`src/hw/aas_pkg.sv`:
```
package aas_pkg;
	// Register byte offsets on the AHB-Lite slave.
	localparam logic [7:0] AAS_OFF_CTRL = 8'h00;
	localparam logic [7:0] AAS_OFF_REF = 8'h04;
	localparam logic [7:0] AAS_OFF_INPUT = 8'h08;
	localparam logic [7:0] AAS_OFF_AVG = 8'h0C;
	localparam logic [7:0] AAS_OFF_SEQMASK = 8'h10;
	localparam logic [7:0] AAS_OFF_TRIG = 8'h14;
	localparam logic [7:0] AAS_OFF_SEQSTAT = 8'h18;
	localparam logic [7:0] AAS_OFF_RESULT = 8'h1C;
	localparam logic [7:0] AAS_OFF_FLAGS = 8'h20;
	localparam logic [7:0] AAS_OFF_MASK = 8'h24;
	// Control register fields.
	localparam int AAS_CTRL_EN_BIT = 0;
	localparam int AAS_CTRL_FREE_BIT = 1;
	localparam int AAS_CTRL_DIFF_BIT = 2;
	localparam int AAS_CTRL_DIV_LSB = 8;
	// Input selection fields.
	localparam int AAS_POS_LSB = 0;
	localparam int AAS_NEG_LSB = 8;
	// Averaging fields.
	localparam int AAS_CNT_LSB = 0;
	localparam int AAS_ADJ_LSB = 4;
	// Status and flag fields.
	localparam int AAS_SEQ_RUN_BIT = 31;
	localparam int AAS_FLAG_RDY_BIT = 0;
	localparam int AAS_FLAG_OVR_BIT = 1;
	localparam int AAS_TRIG_START_BIT = 0;
	// Reset values.
	localparam logic [1:0] AAS_REF_INTERNAL = 2'h0;
	localparam logic [2:0] AAS_DIV_RESET = 3'h0;
	// Accumulation limits.
	localparam logic [3:0] AAS_CNT_MAX = 4'hA;
	localparam logic [3:0] AAS_CNT_AUTO_FROM = 4'h4;
	localparam int AAS_ACC_W = 22;
	localparam int AAS_SAMPLE_W = 12;
	localparam int AAS_RES_W = 16;
	localparam int AAS_INPUTS = 32;
	// Prescaler counter width; divide-by-two is setting zero.
	localparam int AAS_DIV_W = 8;
	localparam logic [7:0] AAS_DIV_BASE = 8'h02;
endpackage

```
`src/hw/aas_tick_if.sv`:
```
`timescale 1ns/1ps
interface aas_tick_if;
	logic run;
	logic [2:0] div_sel;
	logic tick;
	modport core (output run, output div_sel, input tick);
	modport presc (input run, input div_sel, output tick);
endinterface // aas_tick_if

```
`src/hw/aas_prescaler.sv`:
```
`timescale 1ns/1ps
module aas_prescaler
	import aas_pkg::*;
(
	// Clock and reset.
	input wire logic hclk,
	input wire logic hresetn,
	// Rate link to the sequencer.
	aas_tick_if.presc tk
);
	logic [AAS_DIV_W-1:0] cnt;
	logic [AAS_DIV_W-1:0] next_cnt;
	logic [AAS_DIV_W-1:0] limit;
	logic tick;
	logic next_tick;

	// Division is two shifted left by the setting, so it never goes below two.
	always_comb begin
		limit = AAS_DIV_W'((AAS_DIV_BASE << tk.div_sel) - 8'h01);
		next_cnt = cnt;
		next_tick = 1'b0;
		if (!tk.run) begin
			next_cnt = '0;
		end else if (cnt >= limit) begin
			next_cnt = '0;
			next_tick = 1'b1;
		end else begin
			next_cnt = cnt + 8'h01;
		end
	end

	// Registered so the tick is a clean one-cycle enable.
	always_ff @(posedge hclk or negedge hresetn) begin
		if (!hresetn) begin
			cnt <= '0;
			tick <= 1'b0;
		end else begin
			cnt <= next_cnt;
			tick <= next_tick;
		end
	end

	assign tk.tick = tick;
endmodule // aas_prescaler

```
`src/hw/aas_top.sv`:
```
`timescale 1ns/1ps
// Summary of operation
// - Conversions run on prescaled kernel clock enable.
// - Prescaler divides by two at least.
// - Reference select resets to internal reference.
// - Count codes 6..A accumulate 64..1024 samples.
// - Automatic shifts 1..6 give 16-bit results.
// - Total shift is automatic plus adjustable.
// - One start converts every masked input.
// - Masked inputs visited in ascending order.
// - Negative input fixed for whole sequence.
// - Running bit set at start of a masked sequence, cleared at end.
// - Status holds index just converted.
// - Each conversion writes result, sets ready.
// - Next masked input starts without trigger.
// - Empty mask converts selected positive input.
// - Unread result overwritten with multi-channel sets overrun.
// - Free-running restarts after each sequence ends.
module aas_top
	import aas_pkg::*;
(
	// Clock and reset.
	input wire logic hclk,
	input wire logic hresetn,
	// AHB-Lite slave.
	input wire logic hsel,
	input wire logic [31:0] haddr,
	input wire logic [1:0] htrans,
	input wire logic hwrite,
	input wire logic [2:0] hsize,
	input wire logic [31:0] hwdata,
	input wire logic hready,
	output logic hreadyout,
	output logic hresp,
	output logic [31:0] hrdata,
	// Analog front end.
	output logic conv_req,
	output logic [4:0] pos_input,
	output logic [4:0] neg_input,
	output logic diff_mode,
	output logic [1:0] reference_sel,
	input wire logic sample_done,
	input wire logic [11:0] sample_data,
	// Interrupt.
	output logic irq
);
	typedef enum logic [2:0] {AAS_IDLE, AAS_REQ, AAS_HI, AAS_LO, AAS_FIN} aas_state_e;

	aas_tick_if tk ();

	// Lowest set mask bit at or above a starting index; top bit flags a find.
	function automatic logic [5:0] aas_find(input logic [31:0] m,
		input logic [5:0] lo);
		logic [5:0] r;
		r = '0;
		for (int i = AAS_INPUTS - 1; i >= 0; i--) begin
			if (m[i] && (6'(i) >= lo)) begin
				r = {1'b1, 5'(i)};
			end
		end
		return r;
	endfunction

	// Bus address phase capture.
	logic wr_pend, next_wr_pend;
	logic [7:0] wr_addr, next_wr_addr;
	logic [31:0] next_hrdata;
	logic addr_ok;
	logic rd_result;
	logic wr_now;
	// Software configuration.
	logic enable, free_run, next_enable, next_free_run, next_diff;
	logic [2:0] div_sel, next_div_sel;
	logic [1:0] next_ref;
	logic [4:0] pos_sel, neg_sel, next_pos_sel, next_neg_sel;
	logic [3:0] count_sel, next_count_sel;
	logic [2:0] adjust_shift, next_adjust_shift;
	logic [31:0] sequence_input_mask, next_seq_mask_reg;
	logic [1:0] int_mask, next_int_mask;
	logic sw_start;
	// Conversion engine.
	aas_state_e state, next_state;
	logic [10:0] cnt, next_cnt, total;
	logic [AAS_ACC_W-1:0] acc, next_acc;
	logic [AAS_RES_W-1:0] result, next_result;
	logic [4:0] cur, next_cur, seq_cur, next_seq_cur;
	logic [4:0] next_neg_input;
	logic [31:0] run_mask, next_run_mask;
	logic running, next_running, free_pend, next_free_pend;
	logic flag_rdy, flag_ovr, next_flag_rdy, next_flag_ovr;
	logic unread, next_unread, next_req;
	logic [3:0] auto_shift, total_shift;
	logic [5:0] first, nxt;
	logic multi;
	// Synchroniser for the front-end completion level.
	logic done_m, done_s;

	assign hreadyout = 1'b1;
	assign hresp = 1'b0;
	assign irq = |({flag_ovr, flag_rdy} & int_mask);
	assign tk.run = enable;
	assign tk.div_sel = div_sel;
	assign wr_now = wr_pend;
	assign sw_start = wr_now && (wr_addr == AAS_OFF_TRIG) &&
		hwdata[AAS_TRIG_START_BIT];

	// Read data is latched in the address phase, so no wait states.
	always_comb begin
		addr_ok = hsel && htrans[1] && hready;
		next_wr_pend = addr_ok && hwrite;
		next_wr_addr = addr_ok ? haddr[7:0] : wr_addr;
		rd_result = addr_ok && !hwrite && (haddr[7:0] == AAS_OFF_RESULT);
		next_hrdata = hrdata;
		if (addr_ok && !hwrite) begin
			case (haddr[7:0])
				AAS_OFF_CTRL: next_hrdata = {21'h0, div_sel, 5'h0, diff_mode,
					free_run, enable};
				AAS_OFF_REF: next_hrdata = {30'h0, reference_sel};
				AAS_OFF_INPUT: next_hrdata = {19'h0, neg_sel, 3'h0, pos_sel};
				AAS_OFF_AVG: next_hrdata = {25'h0, adjust_shift, count_sel};
				AAS_OFF_SEQMASK: next_hrdata = sequence_input_mask;
				AAS_OFF_SEQSTAT: next_hrdata = {running, 26'h0, seq_cur};
				AAS_OFF_RESULT: next_hrdata = {16'h0, result};
				AAS_OFF_FLAGS: next_hrdata = {30'h0, flag_ovr, flag_rdy};
				AAS_OFF_MASK: next_hrdata = {30'h0, int_mask};
				default: next_hrdata = 32'h0000_0000;
			endcase
		end
	end

	// Configuration writes; only whole-word stores are expected.
	always_comb begin
		next_enable = enable;
		next_free_run = free_run;
		next_diff = diff_mode;
		next_div_sel = div_sel;
		next_ref = reference_sel;
		next_pos_sel = pos_sel;
		next_neg_sel = neg_sel;
		next_count_sel = count_sel;
		next_adjust_shift = adjust_shift;
		next_seq_mask_reg = sequence_input_mask;
		next_int_mask = int_mask;
		if (wr_now) begin
			case (wr_addr)
				AAS_OFF_CTRL: begin
					next_enable = hwdata[AAS_CTRL_EN_BIT];
					next_free_run = hwdata[AAS_CTRL_FREE_BIT];
					next_diff = hwdata[AAS_CTRL_DIFF_BIT];
					next_div_sel = hwdata[AAS_CTRL_DIV_LSB +: 3];
				end
				AAS_OFF_REF: next_ref = hwdata[1:0];
				AAS_OFF_INPUT: begin
					next_pos_sel = hwdata[AAS_POS_LSB +: 5];
					next_neg_sel = hwdata[AAS_NEG_LSB +: 5];
				end
				AAS_OFF_AVG: begin
					next_count_sel = hwdata[AAS_CNT_LSB +: 4];
					next_adjust_shift = hwdata[AAS_ADJ_LSB +: 3];
				end
				AAS_OFF_SEQMASK: next_seq_mask_reg = hwdata;
				AAS_OFF_MASK: next_int_mask = hwdata[1:0];
				default: next_enable = enable;
			endcase
		end
	end

	// Bus and configuration registers.
	always_ff @(posedge hclk or negedge hresetn) begin
		if (!hresetn) begin
			wr_pend <= 1'b0;
			wr_addr <= 8'h00;
			hrdata <= 32'h0000_0000;
			enable <= 1'b0;
			free_run <= 1'b0;
			diff_mode <= 1'b0;
			div_sel <= AAS_DIV_RESET;
			reference_sel <= AAS_REF_INTERNAL;
			pos_sel <= 5'h00;
			neg_sel <= 5'h00;
			count_sel <= 4'h0;
			adjust_shift <= 3'h0;
			sequence_input_mask <= 32'h0000_0000;
			int_mask <= 2'h0;
		end else begin
			wr_pend <= next_wr_pend;
			wr_addr <= next_wr_addr;
			hrdata <= next_hrdata;
			enable <= next_enable;
			free_run <= next_free_run;
			diff_mode <= next_diff;
			div_sel <= next_div_sel;
			reference_sel <= next_ref;
			pos_sel <= next_pos_sel;
			neg_sel <= next_neg_sel;
			count_sel <= next_count_sel;
			adjust_shift <= next_adjust_shift;
			sequence_input_mask <= next_seq_mask_reg;
			int_mask <= next_int_mask;
		end
	end

	// Sample count and shifts; reserved count codes act as one sample.
	always_comb begin
		total = (count_sel <= AAS_CNT_MAX) ? (11'h001 << count_sel) : 11'h001;
		auto_shift = (count_sel > AAS_CNT_AUTO_FROM && count_sel <= AAS_CNT_MAX) ?
			4'(count_sel - AAS_CNT_AUTO_FROM) : 4'h0;
		total_shift = auto_shift + {1'b0, adjust_shift};
		first = (sequence_input_mask == '0) ? {1'b1, pos_sel} :
			aas_find(sequence_input_mask, 6'h00);
		nxt = aas_find(run_mask, {1'b0, cur} + 6'h01);
		multi = (run_mask & (run_mask - 32'h1)) != '0;
	end

	// Conversion engine: sample handshake, accumulate, then sequence step.
	always_comb begin
		next_state = state;
		next_cnt = cnt;
		next_acc = acc;
		next_result = result;
		next_cur = cur;
		next_seq_cur = seq_cur;
		next_neg_input = neg_input;
		next_run_mask = run_mask;
		next_running = running;
		next_free_pend = free_pend;
		next_req = conv_req;
		next_unread = unread && !rd_result;
		// Software clears by writing one; a same-cycle set still wins.
		next_flag_rdy = flag_rdy && !(wr_now && wr_addr == AAS_OFF_FLAGS &&
			hwdata[AAS_FLAG_RDY_BIT]);
		next_flag_ovr = flag_ovr && !(wr_now && wr_addr == AAS_OFF_FLAGS &&
			hwdata[AAS_FLAG_OVR_BIT]);
		case (state)
			AAS_IDLE: begin
				if (enable && (sw_start || free_pend)) begin
					next_free_pend = 1'b0;
					next_run_mask = sequence_input_mask;
					next_neg_input = neg_sel;
					next_cur = first[4:0];
					next_running = sequence_input_mask != '0;
					next_cnt = '0;
					next_acc = '0;
					next_state = AAS_REQ;
				end
			end
			AAS_REQ: begin
				if (tk.tick) begin
					next_req = 1'b1;
					next_state = AAS_HI;
				end
			end
			AAS_HI: begin
				if (done_s) begin
					next_acc = acc + AAS_ACC_W'(sample_data);
					next_req = 1'b0;
					next_state = AAS_LO;
				end
			end
			AAS_LO: begin
				if (!done_s && tk.tick) begin
					next_cnt = cnt + 11'h001;
					next_state = (cnt + 11'h001 == total) ? AAS_FIN : AAS_REQ;
				end
			end
			AAS_FIN: begin
				next_result = AAS_RES_W'(acc >> total_shift);
				next_flag_rdy = 1'b1;
				next_unread = 1'b1;
				if (unread && !rd_result && multi) begin
					next_flag_ovr = 1'b1;
				end
				next_seq_cur = cur;
				next_cnt = '0;
				next_acc = '0;
				if (run_mask != '0 && nxt[5]) begin
					next_cur = nxt[4:0];
					next_state = AAS_REQ;
				end else begin
					next_running = 1'b0;
					next_free_pend = free_run;
					next_state = AAS_IDLE;
				end
			end
			default: next_state = AAS_IDLE;
		endcase
		// Disabling abandons the conversion and drops the request.
		if (!enable && state != AAS_IDLE) begin
			next_state = AAS_IDLE;
			next_req = 1'b0;
			next_running = 1'b0;
			next_free_pend = 1'b0;
		end
	end

	// Engine registers; the done level is synchronised before use.
	always_ff @(posedge hclk or negedge hresetn) begin
		if (!hresetn) begin
			state <= AAS_IDLE;
			cnt <= '0;
			acc <= '0;
			result <= '0;
			cur <= 5'h00;
			seq_cur <= 5'h00;
			pos_input <= 5'h00;
			neg_input <= 5'h00;
			run_mask <= 32'h0000_0000;
			running <= 1'b0;
			free_pend <= 1'b0;
			flag_rdy <= 1'b0;
			flag_ovr <= 1'b0;
			unread <= 1'b0;
			conv_req <= 1'b0;
			done_m <= 1'b0;
			done_s <= 1'b0;
		end else begin
			state <= next_state;
			cnt <= next_cnt;
			acc <= next_acc;
			result <= next_result;
			cur <= next_cur;
			seq_cur <= next_seq_cur;
			pos_input <= next_cur;
			neg_input <= next_neg_input;
			run_mask <= next_run_mask;
			running <= next_running;
			free_pend <= next_free_pend;
			flag_rdy <= next_flag_rdy;
			flag_ovr <= next_flag_ovr;
			unread <= next_unread;
			conv_req <= next_req;
			done_m <= sample_done;
			done_s <= done_m;
		end
	end

	aas_prescaler u_presc (
		.hclk(hclk),
		.hresetn(hresetn),
		.tk(tk.presc)
	);
endmodule // aas_top

```
`config.mk`:
```
export PLATFORM = sky130hd
export DESIGN_NAME = aas_top
export DESIGN_NICKNAME = d
export VERILOG_FILES = /design/src/hw/aas_pkg.sv /design/src/hw/aas_tick_if.sv /design/src/hw/aas_prescaler.sv /design/src/hw/aas_top.sv
export SDC_FILE = /design/constraint.sdc
export NUM_CORES = 1
export LEC_CHECK = 0
export BUFFER_PORTS_ARGS = -buffer_cell sky130_fd_sc_hd__buf_2
export CORE_ASPECT_RATIO = 0.6
export CORE_MARGIN = 2
export CORE_UTILIZATION = 60
export CTS_BUF_LIST = sky130_fd_sc_hd__clkbuf_8
export CTS_CLUSTER_DIAMETER = 50
export DETAILED_ROUTE_END_ITERATION = 8
export GPL_TIMING_DRIVEN = 0
export PLACE_DENSITY = 0.83
export RECOVER_POWER = 50
export SETUP_SLACK_MARGIN = 0.5
export SYNTH_ARGS = -nofsm -noshare
export SYNTH_HDL_FRONTEND = slang
export SYNTH_SLANG_ARGS = --single-unit
```
`constraint.sdc`:
```
create_clock -name hclk -period 9.1 [get_ports hclk]
set_input_delay 1.365 -clock hclk [delete_from_list [all_inputs] [get_ports hclk]]
set_output_delay 1.365 -clock hclk [all_outputs]
set_load 0.03 [all_outputs]
```
Word-level counts from Yosys, hierarchy flattened
Cells that the tools add are included.
- input bits: 87
- bits in registers: 216
- output and inout bits: 49
- word-level logic and storage cells: 299
- order comparisons: 35
- mux-type cells: 105
- reduce and logical (&&, ||, !) cells: 85
- shift-type cells: 3
- add/subtract/negate cells: 8
- bitwise logic cells: 2
- eq/ne operators: 29
- operators with widths (kind ; number):
    $pmux 32 s9 ; 1
    $mux 6 ; 32
    $mux 5 ; 35
    $ge 5x6->1 const A ; 16
    $reduce_bool 32->1 ; 3
    $pmux 22 s3 ; 1
    $logic_and 1x1->1 ; 51
    $ge 4x6->1 const A ; 8
    $mux 22 ; 2
    $eq 8x5->1 const B ; 5
    $mux 11 ; 3
    $pmux 11 s3 ; 1
    $and 32x32->32 ; 1
    $eq 8x4->1 const B ; 4
    $eq 8x6->1 const B ; 4
    $logic_not 32->1 ; 1
    $sub 32x1->32 const B ; 1
    $ge 3x6->1 const A ; 4
    $add 22x12->22 ; 1
    $shr 22x4->16 ; 1
    $mux 3 ; 6
    $eq 8x3->1 const B ; 2
    $logic_not 8->1 ; 2
    $mux 1 ; 16
    other kinds (35) ; 66

Depth between registers and ports, before layout
- word-level depth: 39
- mapped depth: 19
- depth with buffers taken out: 16

By module
A second synthesis with hierarchy kept.
- cells, all modules: 1452
- area total of the unflattened synthesis: 13261.5 µm²
- modules (own cells, without submodules) (module ; cells each ; area each (µm²) ; times used):
    aas_top ; 1383 ; 12618.4 ; 1
    aas_prescaler ; 69 ; 643.1 ; 1

Worst setup path after synthesis
Ideal clock, no wire load.
- path type: input port to flip-flop
- from: input sample_data[0]
- to: register acc[18]
- required time: 8968 ps
- arrival time: 3759 ps
- slack: 5209 ps
- stages on the path: 11
- library setup time: 132 ps
- path through: ha_1 fa_1 a21o_1 a21o_1 a2111oi_0 o311ai_0 a21o_1 a21o_1 nor3b_1 xnor2_1 nor2_1
- longest elaborated chain between the ends: 3
- RTL lines (item ; RTL line ; text):
    start: declaration ; aas_top.sv:43 ; input wire logic [11:0] sample_data,
    $add 22x12->22 ; aas_top.sv:255 ; next_acc = acc + AAS_ACC_W'(sample_data);
    $mux 22 ; aas_top.sv:254 ; if (done_s) begin
    $pmux 22 s3 ; aas_top.sv:234 ; case (state)
    end signal: assignment ; aas_top.sv:319 ; acc <= next_acc;
    end: declaration ; aas_top.sv:84 ; logic [AAS_ACC_W-1:0] acc, next_acc;
Every way passes these cells. The select of a mux whose other input is x is not followed.
A chain may end at the register's enable or synchronous reset.

Final worst setup path
- from: register count_sel[2]
- to: register result[7]
- longest elaborated chain between the ends: 5
- elaborated cells on any way between the ends: 7
- RTL lines (item ; RTL line ; text):
    start: declaration ; aas_top.sv:76 ; logic [3:0] count_sel, next_count_sel;
    start signal: assignment ; aas_top.sv:196 ; count_sel <= next_count_sel;
    $gt 4x3->1 / $le 4x4->1 (equally long branches) ; aas_top.sv:206 ; auto_shift = (count_sel > AAS_CNT_AUTO_FROM && count_sel <= AAS_CNT_MAX) ?
    $logic_and 1x1->1 ; aas_top.sv:206 ;
    $mux 4 (*) ; aas_top.sv:206 ;
    $add 4x3->4 (*) ; aas_top.sv:208 ; total_shift = auto_shift + {1'b0, adjust_shift};
    $shr 22x4->16 (*) ; aas_top.sv:267 ; next_result = AAS_RES_W'(acc >> total_shift);
    end signal: assignment ; aas_top.sv:320 ; result <= next_result;
    end: declaration ; aas_top.sv:85 ; logic [AAS_RES_W-1:0] result, next_result;
Every way passes the cells marked *; elsewhere a longest branch is shown, timed or not.

==> impl_metrics.yaml <==
clock_network:
  cts_hold_buf: 0
  cts_sinks: 216
  cts-root-buf: "clkbuf_8"
  cts_made_buffers: 31
  clock_path_buffers: 3
  clk_latency_ps: 610
  cts_resized: 0
  clkTransAtPathRegs_ps: 70
  ctsHtreeMaxLevel: 1
  postCtsSetupRepairBufs: 0
  cts_tree: "built"
power_and_ir_drop:
  pwr_density_cell_nw_per_um2: 156
  p_sw_share_pct: 31.4
  p_leak_nw: 6.94
  report.power.total_mw: 2.29
  clockPowerShare_pct: 34.2
  power.internal_mw: 1.57
  power_frac_comb_pct: 18.6
  irDropWorstVdd_uv: 129
  p_seq_share_pct: 47.2
  p_sw_uw: 719
cells_and_area:
  finalNetCount: 1667
  drive_above_1_share_pct: 19.3
  fillers: 1683
  area_growth_pct: 11.6
critical_path:
  cp.required_ps: 9570
  r2r_cells: 19
  critPathSlowestCell: "buf_1"
  cp-start-kind: "flip-flop"
  arrival_ps: 5130
  worstSetupPathType: "flip-flop to flip-flop"
  r2r_slack_ps: 4440
  endpoint_kind: "flip-flop"
  crit_family: "buffers and inverters"
  crit_chain: "clkbuf_1 > inv_1 > ha_1 > a21boi_0 > a31o_2 > nor3_1 > ha_1 > inv_1 > fa_1 > clkbuf_1 > buf_1 > mux2i_1 > nor2_1 > a31oi_1 > nor2_1 > a21oi_1 > nand2_1 > o21ai_0 > o21ai_0"
  critPathMaxFanout: 10
  reg2reg_from: "count_sel[2]$_DFFE_PN0P_"
  crit_buf_inv: 5
  reg2reg_to: "result[7]$_DFFE_PN0P_"
  max_stage_delay_ps: 530
timing:
  setup-violations-final: 0
  rsz0062_at_grt: "false"
  max_freq_mhz: 215
  fin_tns_setup_ps: 0
  fin_crit_sh_pct: 51.2
  layout_min_cycle_time_ps: 4660
  worst_clock_skew_ps: 19.5
  drv_slew: 0
  hold_viol_final: 0
  worst_pin_slew_ps: 982
  timing.slew.headroom_pct: 33.6
global_route:
  gr-usage-all-layers_pct: 35.5
  grt_pass1_vias: 11200
  antenna_found_initial: 1
  grt_pass1_wl_um: 63900
  grt_overflow: 0
  grt_max_degree: 123
logic_synthesis:
  ys_seq_area_share_pct: 41.2
  ys_top_cells_by_count: "dfrtp_1 (216), nand2_1 (184), o21ai_0 (111)"
  yosysTopAreaCell: "dfrtp_1"
  synth.most_common_cell: "dfrtp_1"
  postSynth.asyncResetShare_pct: 100
  synth_top_area_share_pct: 41.2
  synth_edf_count: 0
  syn_inst: 1410
  synth_area_leaders: "dfrtp_1 (41%), mux2_2 (8.8%), nand2_1 (5.3%)"
  synth_seq_cells: 216
  synth.distinct_cells: 97
  netlist_area_um2: 13100
  ys_warn_count: 0
  avgSynthCellArea_um2: 9.30
  syn_nets: 1530
  synth_top_flop_cell: "dfrtp_1"
floorplan:
  die_x_um: 195
  rows: 41
  initial_core_util_pct: 61.7
  die_area_um2: 23100
  die_y_um: 118
  core_area_um2: 21200
  io-pin-count: 136
status:
  status: "finished, final reports clean"
detailed_routing:
  routed_wirelength_um: 40700
  drt_iter0_drc: 1531
  num_vias: 12200
  drt-wirelength-per-cell_um: 22.0
  drc: 0
  dr.pass1.iters: 6
  avgViaCountPerCell: 6.59
  drtAntennaViolNets: 0
hold_path:
  hp-class: "flip-flop to flip-flop"
  holdPathEnd: "done_s$_DFF_PN0_"
  whs_path_depth: 0
  min_from: "done_m$_DFF_PN0_"
place:
  port-buffer-count: 102
  gp_congestion: 0.986
  dp_hpwl_um: 31100
job:
  max_cap_viol_count: 0
==> flip-flops by register name (all words and copies together), names as in the netlist, 2 cells and up <==
name / count
neg_input: 5
state: 3
u_presc.cnt: 8
seq_cur: 5
cur: 5
div_sel: 3
cnt: 11
neg_sel: 5
result: 16
pos_sel: 5
hrdata: 32
adjust_shift: 3
int_mask: 2
wr_addr: 8
run_mask: 32
count_sel: 4
reference_sel: 2
acc: 22
sequence_input_mask: 32
==> metal layers <==
metal,GRT usage [%],vias up,part of all wire [%]
li1,-,5426,-
met1,54.5,5934,45
met2,45.6,746,38
met3,14.8,73,15
met4,7.68,2,1.9
met5,3.92,-,0.29
==> worst register-to-register path: stages (launching register included) <==
cell	delay [ps]
dfrtp_1	380
clkbuf_1	190
inv_1	190
ha_1	230
a21boi_0	150
a31o_2	270
nor3_1	230
ha_1	240
inv_1	60
fa_1	500
clkbuf_1	460
buf_1	530
mux2i_1	300
nor2_1	60
a31oi_1	220
nor2_1	80
a21oi_1	180
nand2_1	80
o21ai_0	90
o21ai_0	90
==> cell usage in the layout, fill, tap and decap left out, types with 6 or more instances in the layout <==
master,Yosys,final
clkbuf_8,0,36
nor3_1,39,39
o31ai_1,17,17
mux2i_1,25,25
clkbuf_1,57,58
nand2_1,184,184
nand2b_1,11,11
a211oi_1,7,7
nor4_1,13,13
xor2_1,22,22
xnor2_1,19,19
nor3b_1,6,6
nand3_1,36,36
nor2b_1,8,8
a221oi_1,11,11
and3_1,20,20
a21oi_1,68,68
inv_1,39,48
a222oi_1,7,7
buf_4,6,6
mux2_2,102,102
a22oi_1,9,9
dfrtp_1,216,216
nor2_1,108,108
or3_1,10,10
a31oi_1,15,15
or2_2,9,9
a22o_1,15,15
o22ai_1,13,13
o211ai_1,9,9
nand3b_1,6,6
buf_2,5,106
a21o_1,20,20
clkinv_2,0,7
ha_1,31,31
o21ai_0,111,111
o21a_1,6,6
maj3_1,7,7
==> worst max path at each step <==
stage | slack [ps] | to | from | cells after the start
floorplan | 5210 | acc[18]$_DFFE_PN0P_ | sample_data[0] | 11
global placement | 3020 | cur[4]$_DFFE_PN0P_ | hresetn | 1
detailed placement | 4490 | acc[12]$_DFFE_PN0P_ | sample_data[0] | 12
CTS | 4520 | result[7]$_DFFE_PN0P_ | count_sel[2]$_DFFE_PN0P_ | 19
global route | 4070 | result[7]$_DFFE_PN0P_ | count_sel[2]$_DFFE_PN0P_ | 19
finish | 4440 | result[7]$_DFFE_PN0P_ | count_sel[2]$_DFFE_PN0P_ | 19
==> layout make-up <==
class,instances,area (µm²),area share [%]
multi-input cells,1077,7200,49.2
flip-flops and latches,216,5410,37.0
repair buffers,104,559,3.82
clock buffers,36,495,3.39
well taps,279,349,2.39
plain buffers,76,344,2.35
inverters,41,154,1.05
clock inverters,19,115,0.787
diodes,1,2.50,0.0171
==> logic make-up after synthesis <==
family,share of synthesized area [%]
flip-flops,41.2
adder cells (fa/ha/maj),3.80
AO/OA/AOI/OAI,19.2
buffers and inverters,3.80
other,0.0573
multiplexers,11.6
XOR/XNOR,2.74
AND/OR/NAND/NOR,17.6
==> power groups by stage <==
| stage | sequential (mW) | clock, mW | combinational, mW |
|---|---|---|---|
| floorplan | 1.09 | 0 | 0.273 |
| global placement | 1.09 | 0 | 0.399 |
| detailed placement | 1.09 | 0 | 0.414 |
| CTS | 1.08 | 0.785 | 0.417 |
| global route | 1.08 | 0.829 | 0.468 |
| finish | 1.08 | 0.782 | 0.424 |
==> per-stage QoR <==
stage	std cells	util [%]	hold slack [ps]	worst slack (ps)	area, µm²
after global placement	1791	65.8	375	3020	14000
after global routing	1848	68.8	402	4070	14600
after CTS	1848	68.9	398	4520	14600
after floorplan	1410	-	331	5210	13100
final	1849	68.9	405	4440	14600
after detailed placement	1793	66.0	386	4490	14000
Power figures use the tool's default switching activity.
